[src/hw/mmd_pkg.sv]
// package: memory map constants and bus carrier types for the map decoder
package mmd_pkg;

  localparam int ADDR_W = 13;
  localparam int DATA_W = 8;

  // i/o page
  localparam logic [12:0] IO_BASE = 13'h0000;
  localparam logic [12:0] IO_LAST = 13'h001f;
  localparam logic [4:0] OFS_PORT_A_PINS = 5'h00;
  localparam logic [4:0] OFS_PORT_B_PINS = 5'h01;
  localparam logic [4:0] OFS_PORT_C_PINS = 5'h02;
  localparam logic [4:0] OFS_ANALOG_INPUT_SELECT = 5'h03;
  localparam logic [4:0] OFS_PORT_A_DIRECTION = 5'h04;
  localparam logic [4:0] OFS_PORT_B_DIRECTION = 5'h05;
  localparam logic [4:0] OFS_PORT_C_DIRECTION = 5'h06;
  localparam logic [4:0] OFS_UNUSED_07 = 5'h07;
  localparam logic [4:0] OFS_TICK_TIMER_CTRL_STAT = 5'h08;
  localparam logic [4:0] OFS_TICK_TIMER_COUNT = 5'h09;
  localparam logic [4:0] OFS_SERIAL_CONTROL = 5'h0a;
  localparam logic [4:0] OFS_SERIAL_FLAGS = 5'h0b;
  localparam logic [4:0] OFS_SERIAL_SHIFT_DATA = 5'h0c;
  localparam logic [4:0] OFS_EXT_INTERRUPT_CTRL_STAT = 5'h0d;
  localparam logic [4:0] OFS_UNUSED_0E = 5'h0e;
  localparam logic [4:0] OFS_UNUSED_0F = 5'h0f;
  localparam logic [4:0] OFS_PORT_A_C_PULLDOWN_INHIBIT = 5'h10;
  localparam logic [4:0] OFS_PORT_B_PULLDOWN_INHIBIT = 5'h11;
  localparam logic [4:0] OFS_WIDE_TIMER_CONTROL = 5'h12;
  localparam logic [4:0] OFS_WIDE_TIMER_FLAGS = 5'h13;
  localparam logic [4:0] OFS_CAPTURE_HIGH = 5'h14;
  localparam logic [4:0] OFS_CAPTURE_LOW = 5'h15;
  localparam logic [4:0] OFS_COMPARE_HIGH = 5'h16;
  localparam logic [4:0] OFS_COMPARE_LOW = 5'h17;
  localparam logic [4:0] OFS_COUNTER_HIGH = 5'h18;
  localparam logic [4:0] OFS_COUNTER_LOW = 5'h19;
  localparam logic [4:0] OFS_FREE_COUNTER_HIGH = 5'h1a;
  localparam logic [4:0] OFS_FREE_COUNTER_LOW = 5'h1b;
  localparam logic [4:0] OFS_UNUSED_1C = 5'h1c;
  localparam logic [4:0] OFS_ANALOG_CONTROL = 5'h1d;
  localparam logic [4:0] OFS_ANALOG_FLAGS = 5'h1e;
  localparam logic [4:0] OFS_RESERVED_LOCATION = 5'h1f;

  // memory areas
  localparam logic [12:0] RAM_BASE = 13'h0020;
  localparam logic [12:0] RAM_LAST = 13'h00ff;
  localparam int RAM_BYTES = 224;
  localparam logic [12:0] ROM_BASE = 13'h0700;
  localparam logic [12:0] ROM_LAST = 13'h1ef7;
  localparam int ROM_BYTES = 6136;
  localparam logic [12:0] SEC_BASE = 13'h1ef8;
  localparam logic [12:0] SEC_LAST = 13'h1eff;
  localparam int SEC_BYTES = 8;
  localparam logic [12:0] VEC_BASE = 13'h1ff0;
  localparam logic [12:0] VEC_LAST = 13'h1fff;
  localparam int VEC_BYTES = 16;
  localparam logic [12:0] WDOG_ADDR = 13'h1ff0;

  // stack
  localparam logic [7:0] SP_RESET = 8'hff;
  localparam logic [7:0] SP_FLOOR = 8'hc0;
  localparam int INT_PUSH_BYTES = 5;
  localparam int CALL_PUSH_BYTES = 2;

  // field positions
  localparam logic [7:0] PORT_A_MASK = 8'h3f;
  localparam logic [7:0] TICK_FLAG_MASK = 8'hc0;
  localparam logic [7:0] TICK_RW_MASK = 8'h33;
  localparam int TICK_OVF_CLR_BIT = 3;
  localparam int TICK_PER_CLR_BIT = 2;
  localparam logic [7:0] EXT_RW_MASK = 8'he0;
  localparam int EXT_FLAG_BIT = 3;
  localparam int EXT_CLR_BIT = 1;
  localparam logic [7:0] SER_CTRL_MASK = 8'hf7;
  localparam logic [7:0] WIDE_CTRL_MASK = 8'he3;
  localparam logic [7:0] ANA_FLAG_RD_MASK = 8'hc3;
  localparam logic [7:0] ANA_FLAG_WR_MASK = 8'h0c;
  localparam logic [7:0] REG_RESET = 8'h00;

  // stack command from the core
  typedef enum logic [1:0] {
    MMD_SP_NONE = 2'b00,
    MMD_SP_PUSH = 2'b01,
    MMD_SP_PULL = 2'b10,
    MMD_SP_RESET = 2'b11
  } mmd_sp_op_t;

  typedef struct packed {
    logic rd;
    logic wr;
    logic [12:0] addr;
    logic [7:0] wdata;
  } mmd_req_t;

  // peripheral state flowing into the page
  typedef struct packed {
    logic tick_ovf_set;
    logic periodic_set;
    logic ext_int_set;
    logic [7:0] tick_count;
    logic [7:0] serial_flags;
    logic [7:0] wide_flags;
    logic [15:0] capture;
    logic [15:0] counter;
    logic [15:0] free_counter;
    logic [7:0] analog_flags;
  } mmd_periph_t;

endpackage : mmd_pkg

[src/hw/mmd_map_decode.sv]
// memory map decoder with i/o register page, ram, rom areas and stack pointer
// What this block does
// 0x20..0xff decode to shared ram and stack
// interrupt entry pushes five stack bytes
// subroutine call pushes two stack bytes
// stack pointer down on push, up on pull
// software limits nesting; stack may overwrite variables
// 0x0700..0x1ef7 decode to read-only user rom
// 0x1ef8..0x1eff decode to read-only security bytes
// top 16 bytes are vectors plus watchdog service
// port c registers exist only on large variant
// port a bits 7:6 read zero
// timer pairs high byte at lower address
// compare writable; counters read-only
// tick timer flags, enables, clear strobes, rate
// ext interrupt enable, options, flag, clear strobe
// free counter pair read-only at 0x1a
// first 32 addresses are the i/o page
// unused and reserved locations read zero
// zero bits and read-only fields ignore writes
`timescale 1ns/1ps
`default_nettype none

module mmd_map_decode #(
  parameter bit HAS_PORT_C = 1'b1,
  parameter int ROM_W = 13
) (
  input wire logic ref_clk_in,
  input wire logic sys_rst_in,
  input wire mmd_pkg::mmd_req_t req_in,
  input wire mmd_pkg::mmd_sp_op_t sp_op_in,
  input wire mmd_pkg::mmd_periph_t periph_in,
  input wire logic [7:0] rom_rdata_in,
  output logic [7:0] rdata_out,
  output logic rdata_valid_out,
  output logic [7:0] sp_out,
  output logic rom_rd_out,
  output logic [ROM_W-1:0] rom_addr_out,
  output logic wdog_service_out,
  output logic tick_ovf_clear_out,
  output logic periodic_clear_out,
  output logic ext_int_clear_out,
  output logic [7:0] port_a_pins_out,
  output logic [7:0] port_b_pins_out,
  output logic [7:0] port_c_pins_out,
  output logic [7:0] port_a_dir_out,
  output logic [7:0] port_b_dir_out,
  output logic [7:0] port_c_dir_out,
  output logic [7:0] analog_sel_out,
  output logic [7:0] tick_ctrl_out,
  output logic [7:0] serial_ctrl_out,
  output logic [7:0] serial_data_out,
  output logic [7:0] ext_ctrl_out,
  output logic [7:0] pd_ac_out,
  output logic [7:0] pd_b_out,
  output logic [7:0] wide_ctrl_out,
  output logic [15:0] compare_out,
  output logic [7:0] analog_ctrl_out,
  output logic [7:0] analog_flag_wr_out
);
  import mmd_pkg::*;

  // ---------------------------------------------------------------
  // area decode
  // ---------------------------------------------------------------
  logic [12:0] a;
  logic [4:0] ofs;
  logic in_io, in_ram, in_rom, in_sec, in_vec, in_wdog;
  logic wr, rd;
  logic [7:0] wd;

  assign a = req_in.addr;
  assign ofs = a[4:0];
  assign wr = req_in.wr;
  assign rd = req_in.rd;
  assign wd = req_in.wdata;
  assign in_io = (a <= IO_LAST);
  assign in_ram = (a >= RAM_BASE) && (a <= RAM_LAST);
  assign in_rom = (a >= ROM_BASE) && (a <= ROM_LAST);
  assign in_sec = (a >= SEC_BASE) && (a <= SEC_LAST);
  assign in_vec = (a >= VEC_BASE);
  assign in_wdog = (a == WDOG_ADDR);

  function automatic logic io_wr(input logic [4:0] o);
    io_wr = wr && in_io && (ofs == o);
  endfunction : io_wr

  // ---------------------------------------------------------------
  // stack ram
  // ---------------------------------------------------------------
  logic [7:0] ram_mem [0:RAM_BYTES-1];
  logic [7:0] ram_idx;
  logic [7:0] ram_q;

  assign ram_idx = 8'(a - RAM_BASE);

  always_ff @(posedge ref_clk_in) begin
    if (wr && in_ram) begin
      ram_mem[ram_idx] <= wd;
    end
    ram_q <= ram_mem[ram_idx];
  end

  // ---------------------------------------------------------------
  // stack pointer
  // ---------------------------------------------------------------
  // core steps once per stacked byte: five for interrupt, two for call
  logic [7:0] sp_r;
  logic [7:0] sp_nxt;

  always_comb begin
    sp_nxt = sp_r;
    case (sp_op_in)
      MMD_SP_PUSH: sp_nxt = SP_FLOOR | 8'(sp_r - 8'h01);
      MMD_SP_PULL: sp_nxt = SP_FLOOR | 8'(sp_r + 8'h01);
      MMD_SP_RESET: sp_nxt = SP_RESET;
      default: sp_nxt = sp_r;
    endcase
  end

  // wraps within the top 64 bytes; deep nesting clobbers data
  always_ff @(posedge ref_clk_in) begin
    if (sys_rst_in) begin
      sp_r <= SP_RESET;
    end else begin
      sp_r <= sp_nxt;
    end
  end
  assign sp_out = sp_r;

  // ---------------------------------------------------------------
  // port and plain control registers
  // ---------------------------------------------------------------
  always_ff @(posedge ref_clk_in) begin
    if (sys_rst_in) begin
      port_a_pins_out <= REG_RESET;
      port_b_pins_out <= REG_RESET;
      port_c_pins_out <= REG_RESET;
      port_a_dir_out <= REG_RESET;
      port_b_dir_out <= REG_RESET;
      port_c_dir_out <= REG_RESET;
      pd_ac_out <= REG_RESET;
      pd_b_out <= REG_RESET;
      analog_sel_out <= REG_RESET;
    end else begin
      if (io_wr(OFS_PORT_A_PINS)) begin
        port_a_pins_out <= wd & PORT_A_MASK;
      end
      if (io_wr(OFS_PORT_B_PINS)) begin
        port_b_pins_out <= wd;
      end
      if (io_wr(OFS_PORT_C_PINS) && HAS_PORT_C) begin
        port_c_pins_out <= wd;
      end
      if (io_wr(OFS_PORT_A_DIRECTION)) begin
        port_a_dir_out <= wd & PORT_A_MASK;
      end
      if (io_wr(OFS_PORT_B_DIRECTION)) begin
        port_b_dir_out <= wd;
      end
      if (io_wr(OFS_PORT_C_DIRECTION) && HAS_PORT_C) begin
        port_c_dir_out <= wd;
      end
      if (io_wr(OFS_PORT_A_C_PULLDOWN_INHIBIT)) begin
        pd_ac_out <= HAS_PORT_C ? wd : (wd & PORT_A_MASK);
      end
      if (io_wr(OFS_PORT_B_PULLDOWN_INHIBIT)) begin
        pd_b_out <= wd;
      end
      if (io_wr(OFS_ANALOG_INPUT_SELECT)) begin
        analog_sel_out <= wd;
      end
    end
  end

  always_ff @(posedge ref_clk_in) begin
    if (sys_rst_in) begin
      serial_ctrl_out <= REG_RESET;
      serial_data_out <= REG_RESET;
      wide_ctrl_out <= REG_RESET;
      analog_ctrl_out <= REG_RESET;
      compare_out <= 16'h0000;
    end else begin
      if (io_wr(OFS_SERIAL_CONTROL)) serial_ctrl_out <= wd & SER_CTRL_MASK;
      if (io_wr(OFS_SERIAL_SHIFT_DATA)) serial_data_out <= wd;
      if (io_wr(OFS_WIDE_TIMER_CONTROL)) begin
        wide_ctrl_out <= wd & WIDE_CTRL_MASK;
      end
      if (io_wr(OFS_ANALOG_CONTROL)) analog_ctrl_out <= wd;
      if (io_wr(OFS_COMPARE_HIGH)) compare_out[15:8] <= wd;
      if (io_wr(OFS_COMPARE_LOW)) compare_out[7:0] <= wd;
    end
  end

  // ---------------------------------------------------------------
  // tick timer and external interrupt flags
  // ---------------------------------------------------------------
  logic tick_ovf_r, periodic_r, ext_flag_r;
  logic [7:0] tick_rw_r, ext_rw_r;
  logic tk_clr_o, tk_clr_p, ex_clr;

  // written out so each assign is sensitive to wr, in_io and ofs
  assign tk_clr_o = wr && in_io && (ofs == OFS_TICK_TIMER_CTRL_STAT)
    && wd[TICK_OVF_CLR_BIT];
  assign tk_clr_p = wr && in_io && (ofs == OFS_TICK_TIMER_CTRL_STAT)
    && wd[TICK_PER_CLR_BIT];
  assign ex_clr = wr && in_io && (ofs == OFS_EXT_INTERRUPT_CTRL_STAT)
    && wd[EXT_CLR_BIT];

  // set beats a clear in the same cycle
  always_ff @(posedge ref_clk_in) begin
    if (sys_rst_in) begin
      tick_ovf_r <= 1'b0;
      periodic_r <= 1'b0;
      ext_flag_r <= 1'b0;
      tick_rw_r <= REG_RESET;
      ext_rw_r <= REG_RESET;
    end else begin
      tick_ovf_r <= periph_in.tick_ovf_set | (tick_ovf_r & ~tk_clr_o);
      periodic_r <= periph_in.periodic_set | (periodic_r & ~tk_clr_p);
      ext_flag_r <= periph_in.ext_int_set | (ext_flag_r & ~ex_clr);
      if (io_wr(OFS_TICK_TIMER_CTRL_STAT)) begin
        tick_rw_r <= wd & TICK_RW_MASK;
      end
      if (io_wr(OFS_EXT_INTERRUPT_CTRL_STAT)) begin
        ext_rw_r <= wd & EXT_RW_MASK;
      end
    end
  end

  // strobes out to the peripherals, one cycle wide; tick and ext control outputs held as levels
  always_ff @(posedge ref_clk_in) begin
    if (sys_rst_in) begin
      tick_ovf_clear_out <= 1'b0;
      periodic_clear_out <= 1'b0;
      ext_int_clear_out <= 1'b0;
      wdog_service_out <= 1'b0;
      analog_flag_wr_out <= REG_RESET;
      tick_ctrl_out <= REG_RESET;
      ext_ctrl_out <= REG_RESET;
    end else begin
      tick_ovf_clear_out <= tk_clr_o;
      periodic_clear_out <= tk_clr_p;
      ext_int_clear_out <= ex_clr;
      wdog_service_out <= wr && in_wdog;
      analog_flag_wr_out <= io_wr(OFS_ANALOG_FLAGS) ? (wd & ANA_FLAG_WR_MASK)
                                                    : REG_RESET;
      tick_ctrl_out <= io_wr(OFS_TICK_TIMER_CTRL_STAT) ? (wd & TICK_RW_MASK)
                                                       : tick_rw_r;
      ext_ctrl_out <= io_wr(OFS_EXT_INTERRUPT_CTRL_STAT) ? (wd & EXT_RW_MASK)
                                                         : ext_rw_r;
    end
  end

  // ---------------------------------------------------------------
  // i/o page read mux
  // ---------------------------------------------------------------
  logic [7:0] io_q;

  always_comb begin
    io_q = 8'h00;
    if (ofs == OFS_PORT_A_PINS) begin
      io_q = port_a_pins_out & PORT_A_MASK;
    end
    else if (ofs == OFS_PORT_B_PINS) begin
      io_q = port_b_pins_out;
    end
    else if (ofs == OFS_PORT_C_PINS) begin
      io_q = HAS_PORT_C ? port_c_pins_out : 8'h00;
    end
    else if (ofs == OFS_ANALOG_INPUT_SELECT) begin
      io_q = analog_sel_out;
    end
    else if (ofs == OFS_PORT_A_DIRECTION) begin
      io_q = port_a_dir_out & PORT_A_MASK;
    end
    else if (ofs == OFS_PORT_B_DIRECTION) begin
      io_q = port_b_dir_out;
    end
    else if (ofs == OFS_PORT_C_DIRECTION) begin
      io_q = HAS_PORT_C ? port_c_dir_out : 8'h00;
    end
    else if (ofs == OFS_TICK_TIMER_CTRL_STAT) begin
      io_q = {tick_ovf_r, periodic_r, 6'h00} | tick_rw_r;
    end
    else if (ofs == OFS_TICK_TIMER_COUNT) begin
      io_q = periph_in.tick_count;
    end
    else if (ofs == OFS_SERIAL_CONTROL) begin
      io_q = serial_ctrl_out;
    end
    else if (ofs == OFS_SERIAL_FLAGS) begin
      io_q = periph_in.serial_flags & TICK_FLAG_MASK;
    end
    else if (ofs == OFS_SERIAL_SHIFT_DATA) begin
      io_q = serial_data_out;
    end
    else if (ofs == OFS_EXT_INTERRUPT_CTRL_STAT) begin
      io_q = ext_rw_r | (8'(ext_flag_r) << EXT_FLAG_BIT);
    end
    else if (ofs == OFS_WIDE_TIMER_CONTROL) begin
      io_q = wide_ctrl_out;
    end
    else if (ofs == OFS_WIDE_TIMER_FLAGS) begin
      io_q = periph_in.wide_flags & 8'he0;
    end
    else if (ofs == OFS_CAPTURE_HIGH) begin
      io_q = periph_in.capture[15:8];
    end
    else if (ofs == OFS_CAPTURE_LOW) begin
      io_q = periph_in.capture[7:0];
    end
    else if (ofs == OFS_COMPARE_HIGH) begin
      io_q = compare_out[15:8];
    end
    else if (ofs == OFS_COMPARE_LOW) begin
      io_q = compare_out[7:0];
    end
    else if (ofs == OFS_COUNTER_HIGH) begin
      io_q = periph_in.counter[15:8];
    end
    else if (ofs == OFS_COUNTER_LOW) begin
      io_q = periph_in.counter[7:0];
    end
    else if (ofs == OFS_FREE_COUNTER_HIGH) begin
      io_q = periph_in.free_counter[15:8];
    end
    else if (ofs == OFS_FREE_COUNTER_LOW) begin
      io_q = periph_in.free_counter[7:0];
    end
    else if (ofs == OFS_ANALOG_CONTROL) begin
      io_q = analog_ctrl_out;
    end
    else if (ofs == OFS_ANALOG_FLAGS) begin
      io_q = periph_in.analog_flags & ANA_FLAG_RD_MASK;
    end
    else begin
      io_q = 8'h00;
    end
  end

  // ---------------------------------------------------------------
  // read pipeline: request in cycle 0, data in cycle 1
  // ---------------------------------------------------------------
  typedef enum logic [2:0] {
    MMD_SRC_NONE = 3'b000,
    MMD_SRC_IO = 3'b001,
    MMD_SRC_RAM = 3'b010,
    MMD_SRC_ROM = 3'b011
  } mmd_src_t;

  mmd_src_t src_r;
  logic [7:0] io_hold_r;

  always_ff @(posedge ref_clk_in) begin
    if (sys_rst_in) begin
      src_r <= MMD_SRC_NONE;
      io_hold_r <= REG_RESET;
      rdata_valid_out <= 1'b0;
      rom_rd_out <= 1'b0;
      rom_addr_out <= '0;
    end else begin
      rdata_valid_out <= rd;
      io_hold_r <= io_q;
      rom_rd_out <= rd && (in_rom || in_sec || in_vec);
      rom_addr_out <= a[ROM_W-1:0];
      if (!rd) src_r <= MMD_SRC_NONE;
      else if (in_io) src_r <= MMD_SRC_IO;
      else if (in_ram) src_r <= MMD_SRC_RAM;
      else if (in_rom || in_sec || in_vec) src_r <= MMD_SRC_ROM;
      else src_r <= MMD_SRC_NONE;
    end
  end

  // rom data arrives with the same one-cycle latency as the rom_rd strobe
  always_comb begin
    case (src_r)
      MMD_SRC_IO: rdata_out = io_hold_r;
      MMD_SRC_RAM: rdata_out = ram_q;
      MMD_SRC_ROM: rdata_out = rom_rdata_in;
      default: rdata_out = 8'h00;
    endcase
  end

endmodule : mmd_map_decode

`default_nettype wire

[config.mk]
export PLATFORM = sky130hd
export DESIGN_NAME = mmd_map_decode
export DESIGN_NICKNAME = d
export VERILOG_FILES = /design/src/hw/mmd_pkg.sv /design/src/hw/mmd_map_decode.sv
export SDC_FILE = /design/constraint.sdc
export NUM_CORES = 2
export LEC_CHECK = 0
export ABC_AREA = 1
export BUFFER_PORTS_ARGS = -buffer_cell sky130_fd_sc_hd__buf_2
export CAP_MARGIN = 20
export CORE_MARGIN = 3
export CORE_UTILIZATION = 35
export DETAILED_ROUTE_END_ITERATION = 7
export MAX_ROUTING_LAYER = met4
export PLACE_DENSITY_LB_ADDON = 0.3
export SLEW_MARGIN = 0
export SYNTH_ARGS = -nofsm -noshare
export SYNTH_HDL_FRONTEND = slang
export SYNTH_SLANG_ARGS = --single-unit
[constraint.sdc]
create_clock -name ref_clk_in -period 4.4 [get_ports ref_clk_in]
set_input_delay 0.22 -clock ref_clk_in [delete_from_list [all_inputs] [get_ports ref_clk_in]]
set_output_delay 0.22 -clock ref_clk_in [all_outputs]
set_load 0.005 [all_outputs]
After elaboration in Yosys (flattened, before gate mapping)

Memory sizes are Yosys's and may differ from the RTL's. A register that Yosys moved wholly into a read port is not among the register bits.
Index checks and enable logic that the tools add are counted.

Bits in registers: 168
Output and inout bits: 179
Bits in writable memories: 1792
Input bits: 118
Logic and storage cells: 162
Memories: 1

Reductions and logical operators: 37
Muxes and demuxes: 32
Order comparisons: 8
Add/sub/neg operators: 3
Bitwise gates (word level): 13
Equal/unequal tests: 33

Memories:

| memory  | depth | width | read ports | clocked after memory_dff | wr ports | RTL line             | source |
|---|---|---|---|---|---|---|---|
| ram_mem | 224   | 8     | 1          | 1                        | 1        | mmd_map_decode.sv:91 | `logic [7:0] ram_mem [0:RAM_BYTES-1];` |

Operator list:

| kind                                                                                   | number |
|---|---|
| 8-bit two-way mux                                                                      | 24 |
| 5-bit == test (second input constant)                                                  | 14 |
| 8-bit case mux with 3 select lines                                                     | 2 |
| 5-bit by 4-bit == test with 1-bit output (second input constant)                       | 6 |
| 1-bit logical AND                                                                      | 28 |
| 13-bit greater-or-equal comparator (second input constant)                             | 2 |
| 13-bit less-or-equal comparator (second input constant)                                | 2 |
| 5-bit by 3-bit == test with 1-bit output (second input constant)                       | 3 |
| 13-bit == test (second input constant)                                                 | 1 |
| 13-bit by 11-bit greater-or-equal comparator with 1-bit output (second input constant) | 1 |
| 13-bit by 6-bit greater-or-equal comparator with 1-bit output (second input constant)  | 1 |
| 13-bit by 5-bit less-or-equal comparator with 1-bit output (second input constant)     | 1 |
| 13-bit by 8-bit less-or-equal comparator with 1-bit output (second input constant)     | 1 |
| 5-bit by 2-bit == test with 1-bit output (second input constant)                       | 2 |
| 8-bit by 4-bit OR with 8-bit output                                                    | 1 |
| 8-bit by 6-bit OR with 8-bit output                                                    | 1 |
| 8-bit by 6-bit subtractor with 8-bit output (second input constant)                    | 1 |
| 6-bit by 1-bit adder with 6-bit output (second input constant)                         | 1 |
| 3-bit by 2-bit == test with 1-bit output (second input constant)                       | 2 |
| 6-bit two-way mux                                                                      | 1 |
| 2-bit OR reduction                                                                     | 3 |
| 6-bit by 1-bit subtractor with 6-bit output (second input constant)                    | 1 |
| 5-bit by 1-bit == test with 1-bit output (second input constant)                       | 1 |
| 5-bit logical NOT                                                                      | 1 |
| 12 further kinds                                                                       | 25 |

Logic depth before layout (Yosys ltp)

Depth in word-level cells: 26
Mapped depth: 22
Gate-level depth less buffers: 22

Least setup slack after synthesis

Ideal clock, no wire load.

Path type: input to register
Start point: input port req_in[9] (netlist name)
End point: memory ram_mem[60][0] (enable)
Buffers on the path: 2
Path slack: 1.748 ns
Arrival time: 2.282 ns
Setup time: 0.370 ns
Cell stages on the path: 13
Required time: 4.030 ns
Cell sequence: buf_2 nor2_2 inv_2 nor2_2 inv_2 o31ai_1 nand2_1 nor2_4 inv_2 nor2_1 nand2_1 clkbuf_1 nor2_1

Longest elaborated chain between the ends: 5
Elaborated cells on any way between the ends: 7
Those cells by class: 1 x add/sub; 2 x order compare; 2 x mux; 2 x reduce/logical

Ends and longest elaborated chain:

| element                                                                                                                                            | RTL line             | source |
|---|---|---|
| start: declaration                                                                                                                                 | mmd_map_decode.sv:30 | `input wire mmd_pkg::mmd_req_t req_in,` |
| 13-bit by 6-bit greater-or-equal comparator with 1-bit output / 13-bit by 8-bit less-or-equal comparator with 1-bit output (equally long branches) | mmd_map_decode.sv:78 | `assign in_ram = (a >= RAM_BASE) && (a <= RAM_LAST);` |
| 1-bit logical AND                                                                                                                                  | mmd_map_decode.sv:78 |  |
| 1-bit logical AND                                                                                                                                  | mmd_map_decode.sv:98 | `if (wr && in_ram) begin` |
| 1-bit two-way mux                                                                                                                                  | mmd_map_decode.sv:98 |  |
| 1-bit two-way mux (implied by the code)                                                                                                            | mmd_map_decode.sv:99 | `ram_mem[ram_idx] <= wd;` |
| end: declaration                                                                                                                                   | mmd_map_decode.sv:91 |  |

Parallel ways exist; a longest one is shown, timed or not.

Worst setup path in the final report

Start point: input port req_in[12] (netlist name)
End point: register pd_ac_out[7]

Longest elaborated chain between the ends: 3
Elaborated cells on any way between the ends: 4
Those cells by class: 1 x order compare; 1 x eq/ne; 2 x reduce/logical

Ends and longest elaborated chain:

| element                                                    | RTL line              | source |
|---|---|---|
| 13-bit by 5-bit less-or-equal comparator with 1-bit output | mmd_map_decode.sv:77  | `assign in_io = (a <= IO_LAST);` |
| 1-bit logical AND                                          | mmd_map_decode.sv:85  | `io_wr = wr && in_io && (ofs == o);` |
| 1-bit logical AND *                                        | mmd_map_decode.sv:85  |  |
| end signal: assignment                                     | mmd_map_decode.sv:165 | `pd_ac_out <= HAS_PORT_C ? wd : (wd & PORT_A_MASK);` |
| end: declaration                                           | mmd_map_decode.sv:54  | `output logic [7:0] pd_ac_out,` |

Mark *: on every way between the ends. The rest lies on a longest branch, timed or not.
A chain may end at the register's enable or synchronous reset.

==> impl_metrics.prom <==
# TYPE chip_impl_metric gauge
chip_impl_metric{name="die_x",unit="um"} 467
chip_impl_metric{name="yosysSeqAreaShare",unit="%"} 76.9
chip_impl_metric{name="power.total",unit="mW"} 38.2
chip_impl_metric{name="cp_data_arrival_time",unit="ns"} 4.58
chip_impl_metric{name="netlist_instances",unit=""} 5130
chip_impl_metric{name="wire_length_of_the_first_global_routing_pass",unit="um"} 331000
chip_impl_metric{name="crit_required",unit="ns"} 5.08
chip_impl_metric{name="number_of_antenna_violations_at_the_first_check_in_global_routing",unit=""} 14
chip_impl_info{name="critPathSlowestCell",value="dlygate4sd3_1"} 1
chip_impl_metric{name="grt_use_met1",unit="%"} 27.9
chip_impl_metric{name="finalCritPeriodShare",unit="%"} 88.5
chip_impl_metric{name="yosys.area.top_type_share",unit="%"} 72.4
chip_impl_metric{name="syn_area",unit="mm^2"} 0.0743
chip_impl_info{name="synth_ff_type",value="edfxtp_1"} 1
chip_impl_info{name="post-synth-top-count-cell",value="edfxtp_1"} 1
chip_impl_info{name="hp-class",value="in -> reg"} 1
chip_impl_metric{name="clock-skew-final",unit="ns"} 0.0371
chip_impl_metric{name="regToRegSetupSlack",unit="ns"} 1.64
chip_impl_metric{name="layoutNonFillerInstCount",unit=""} 8422
chip_impl_metric{name="grtUsageMet3",unit="%"} 3.99
chip_impl_info{name="timing.critical_path.from",value="req_in[12]"} 1
chip_impl_metric{name="grt-ovfl-total",unit=""} 0
chip_impl_metric{name="post_synth.cell_area_avg",unit="um^2"} 14.5
chip_impl_metric{name="number_of_h_tree_levels",unit=""} 4
chip_impl_metric{name="fp-row-count",unit=""} 168
chip_impl_metric{name="avgRoutedWirePerCell",unit="um"} 27.4
chip_impl_info{name="timing_worst_setup_path_type",value="in -> reg"} 1
chip_impl_metric{name="final.min_clock_period",unit="ns"} 3.89
chip_impl_info{name="worst_setup_path_endpoint",value="pd_ac_out[7]"} 1
chip_impl_info{name="timing.critical_path.from_type",value="input pin"} 1
chip_impl_info{name="rr_startpoint",value="ram_mem[187][3]"} 1
chip_impl_metric{name="layout_area_overhead",unit="%"} 15.5
chip_impl_metric{name="final-hold-violation-count",unit=""} 0
chip_impl_info{name="status",value="finished clean"} 1
chip_impl_metric{name="placed_cells_incl_taps",unit=""} 8035
chip_impl_metric{name="groute.layer.met2.usage",unit="%"} 32.7
chip_impl_metric{name="fin_util",unit="%"} 40.8
chip_impl_info{name="synth.top_cells.by_area",value="edfxtp_1 72%, a22oi_1 9.0%, dfxtp_1 4.5%"} 1
chip_impl_metric{name="grt_max_degree",unit=""} 131
chip_impl_info{name="busiest_layer",value="met2"} 1
chip_impl_metric{name="detailedRoute.firstPassIterationCount",unit=""} 7
chip_impl_info{name="crit_chain",value="dlygate4sd3_1, buf_2, buf_4, inv_2, nor2_4, buf_4, inv_2, o41ai_1, inv_2, nor3_2, nand2_1, o21ai_0, a21oi_1"} 1
chip_impl_metric{name="drt-vias-per-instance",unit=""} 5.63
chip_impl_metric{name="top_level_ports",unit=""} 297
chip_impl_metric{name="remaining_drc_errors",unit=""} 0
chip_impl_metric{name="post-dp-hpwl",unit="um"} 144000
chip_impl_metric{name="core_region_area",unit="mm^2"} 0.210
chip_impl_metric{name="ant_nets",unit=""} 0
chip_impl_info{name="clock_tree_from_tritoncts",value="built"} 1
chip_impl_metric{name="timing_worst_slew_pin_value",unit="ns"} 1.21
chip_impl_metric{name="cts_resized",unit=""} 0
chip_impl_metric{name="number_of_global_route_vias_before_repair",unit=""} 46500
chip_impl_info{name="critical_register_to_register_path_endpoint",value="ram_q[3]"} 1
chip_impl_metric{name="final_setup_violating_endpoints",unit=""} 0
chip_impl_metric{name="ys_warn_count",unit=""} 0
chip_impl_metric{name="worst_skew_pair_later_pin_latency",unit="ns"} 0.83
chip_impl_metric{name="ys_ff_latch",unit=""} 1959
chip_impl_metric{name="place.gp.congestion",unit=""} 0.917
chip_impl_metric{name="critPathMaxStageDelay",unit="ns"} 0.60
chip_impl_metric{name="post_synth_num_cell_types",unit=""} 51
chip_impl_metric{name="power_leakage",unit="nW"} 27.2
chip_impl_metric{name="peakVddDrop",unit="mV"} 0.380
chip_impl_metric{name="cts.path.max_buffers",unit=""} 3
chip_impl_metric{name="clock-sinks",unit=""} 1959
chip_impl_metric{name="r2r_cells",unit=""} 6
chip_impl_metric{name="maxClockFrequency",unit="MHz"} 257
chip_impl_info{name="critPathCaptureType",value="flop"} 1
chip_impl_metric{name="synth_edf_count",unit=""} 1792
chip_impl_metric{name="post_cts_hold_buffer_count",unit=""} 29
chip_impl_metric{name="fin_nets",unit=""} 5580
chip_impl_metric{name="totalNegativeSetupSlack",unit="ns"} 0
chip_impl_info{name="synth_area_leader_cell",value="edfxtp_1"} 1
chip_impl_metric{name="clk_pin_slew",unit="ns"} 0.06
chip_impl_metric{name="max_slew_headroom",unit="%"} 19.5
chip_impl_metric{name="initial_utilization",unit="%"} 35.3
chip_impl_info{name="synth_top_cells_by_count",value="1792 x edfxtp_1, 895 x a22oi_1, 573 x a21oi_1"} 1
chip_impl_metric{name="design.die.area",unit="mm^2"} 0.218
chip_impl_info{name="clock-root-buffer",value="clkbuf_16"} 1
chip_impl_metric{name="power.density",unit="mW/mm^2"} 445
chip_impl_metric{name="cts-buffers-inserted",unit=""} 192
chip_impl_metric{name="maxCapViolations",unit=""} 0
chip_impl_metric{name="total_routed_length",unit="um"} 231000
chip_impl_metric{name="globalRouteTotalUtil",unit="%"} 21.3
chip_impl_metric{name="ys_async_sr_fraction",unit="%"} 0
chip_impl_metric{name="die_y",unit="um"} 467
chip_impl_metric{name="final-max-slew-violation-count",unit=""} 0
chip_impl_metric{name="via_count",unit=""} 47400
chip_impl_metric{name="detail_route.iter0.violations",unit=""} 5397
chip_impl_metric{name="layout-drive-gt1-share",unit="%"} 13.1
chip_impl_info{name="crit_path_frequent_cell",value="inv_2"} 1
chip_impl_metric{name="number_of_setup_buffers_added_after_cts",unit=""} 0
chip_impl_info{name="rsz0062_at_grt",value="no"} 1
chip_impl_metric{name="port_buffers",unit=""} 256
chip_impl_metric{name="worstPathMaxFanout",unit=""} 23
how the worst min path moves through the flow:
stage,startpoint,cells past startpoint,end,slack [ns]
5_1_grt,req_in[1],1,ram_mem[49][1],0.05
2_1_floorplan,req_in[0],0,ram_mem[0][0],0.32
3_3_place_gp,pd_ac_out[0],2,pd_ac_out[0],0.44
6_report,req_in[1],1,ram_mem[49][1],0.05
3_5_place_dp,pd_ac_out[1],2,pd_ac_out[1],0.43
4_1_cts,periph_in[77],9,io_hold_r[5],0.002
metal layers:
layer  vias to the layer above  part of all wire (%)
met5                         -                     0
met4                         0                   4.1
met3                       365                   8.2
met2                      2283                    47
met1                     24100                    41
li1                      20600                     -
final cells by class:
| type | instances | area [um^2] |
|---|---|---|
| Antenna cell | 11 | 27.5 |
| Clock buffer | 254 | 5100 |
| Clock inverter | 92 | 822 |
| Fill cell | 19300 | 125000 |
| Inverter | 169 | 647 |
| Multi-Input combinational cell | 2668 | 15200 |
| Sequential cell | 1959 | 57200 |
| Tap cell | 2805 | 3510 |
| Timing Repair Buffer | 464 | 3410 |
registers in the layout, indices dropped and copies added (netlist names), 4 cells and up:
signal,flops
analog_ctrl_out,8
analog_sel_out,8
compare_out,16
io_hold_r,8
pd_ac_out,8
pd_b_out,8
port_a_dir_out,6
port_a_pins_out,6
port_b_dir_out,8
port_b_pins_out,8
port_c_dir_out,8
port_c_pins_out,8
ram_mem,1792
ram_q,8
rom_addr_out,13
serial_ctrl_out,7
serial_data_out,8
sp_out,6
tick_ctrl_out,4
wide_ctrl_out,5
power breakdown:
group	internal, mW	switching (mW)
clock network	8.79	6.91
logic	0.545	1.57
registers	20.3	0.0437
total	29.7	8.53
stage by stage:
step / hold WS, ns / area, um^2 / worst slack, ns
finish: 0.0504 / 85900 / 0.507
global route: 0.0455 / 85900 / 0.497
CTS: 0.00172 / 85800 / 0.726
detailed placement: 0.434 / 79600 / 0.466
global placement: 0.443 / 79600 / 0.564
floorplan: 0.319 / 74400 / 1.75
placed cells by master, fill, tap and decap left out, types with 5 or more instances in the layout:
| master | synthesis | routed |
|---|---|---|
| o21ai_0 | 99 | 99 |
| a21oi_1 | 573 | 573 |
| clkbuf_16 | 0 | 194 |
| clkbuf_1 | 263 | 58 |
| o41ai_1 | 22 | 22 |
| or2_2 | 7 | 7 |
| inv_1 | 151 | 150 |
| conb_1 | 2 | 25 |
| dfxtp_1 | 167 | 167 |
| inv_2 | 18 | 16 |
| nor2_1 | 307 | 304 |
| a22oi_1 | 895 | 895 |
| o221ai_1 | 6 | 6 |
| diode_2 | 0 | 11 |
| buf_2 | 32 | 250 |
| nor2_4 | 3 | 6 |
| a31oi_1 | 5 | 5 |
| clkinv_2 | 0 | 27 |
| clkbuf_8 | 0 | 10 |
| nand2_1 | 411 | 408 |
| clkinvlp_4 | 0 | 7 |
| o21ai_1 | 19 | 19 |
| buf_4 | 25 | 142 |
| nor3_1 | 14 | 14 |
| clkinv_1 | 0 | 33 |
| o22ai_1 | 22 | 22 |
| inv_6 | 0 | 6 |
| nor2_2 | 6 | 6 |
| edfxtp_1 | 1792 | 1792 |
| dlygate4sd3_1 | 0 | 29 |
| o211ai_1 | 8 | 8 |
| nand4_1 | 30 | 30 |
| nand3_1 | 106 | 106 |
| ha_1 | 7 | 7 |
| buf_12 | 0 | 34 |
| nor4_1 | 70 | 69 |
| bufinv_16 | 0 | 11 |
cell families after synthesis:
group | share of synthesized area [%]
AOI/OAI and AO/OA | 14.6
xor gates and xnor gates | 0.0118
adders and majority gates | 0.145
buffers and inverters | 2.84
DFF | 76.9
other | 0.0101
and+or+nand+nor | 5.54
worst max-delay path: cells and delay by family:
family,cells,cell delay (ns)
buffers and inverters,7,2.08
AND/OR/NAND/NOR,3,1.32
AO/OA/AOI/OAI,3,0.94
Note: power is estimated with default switching activity, not from simulation.
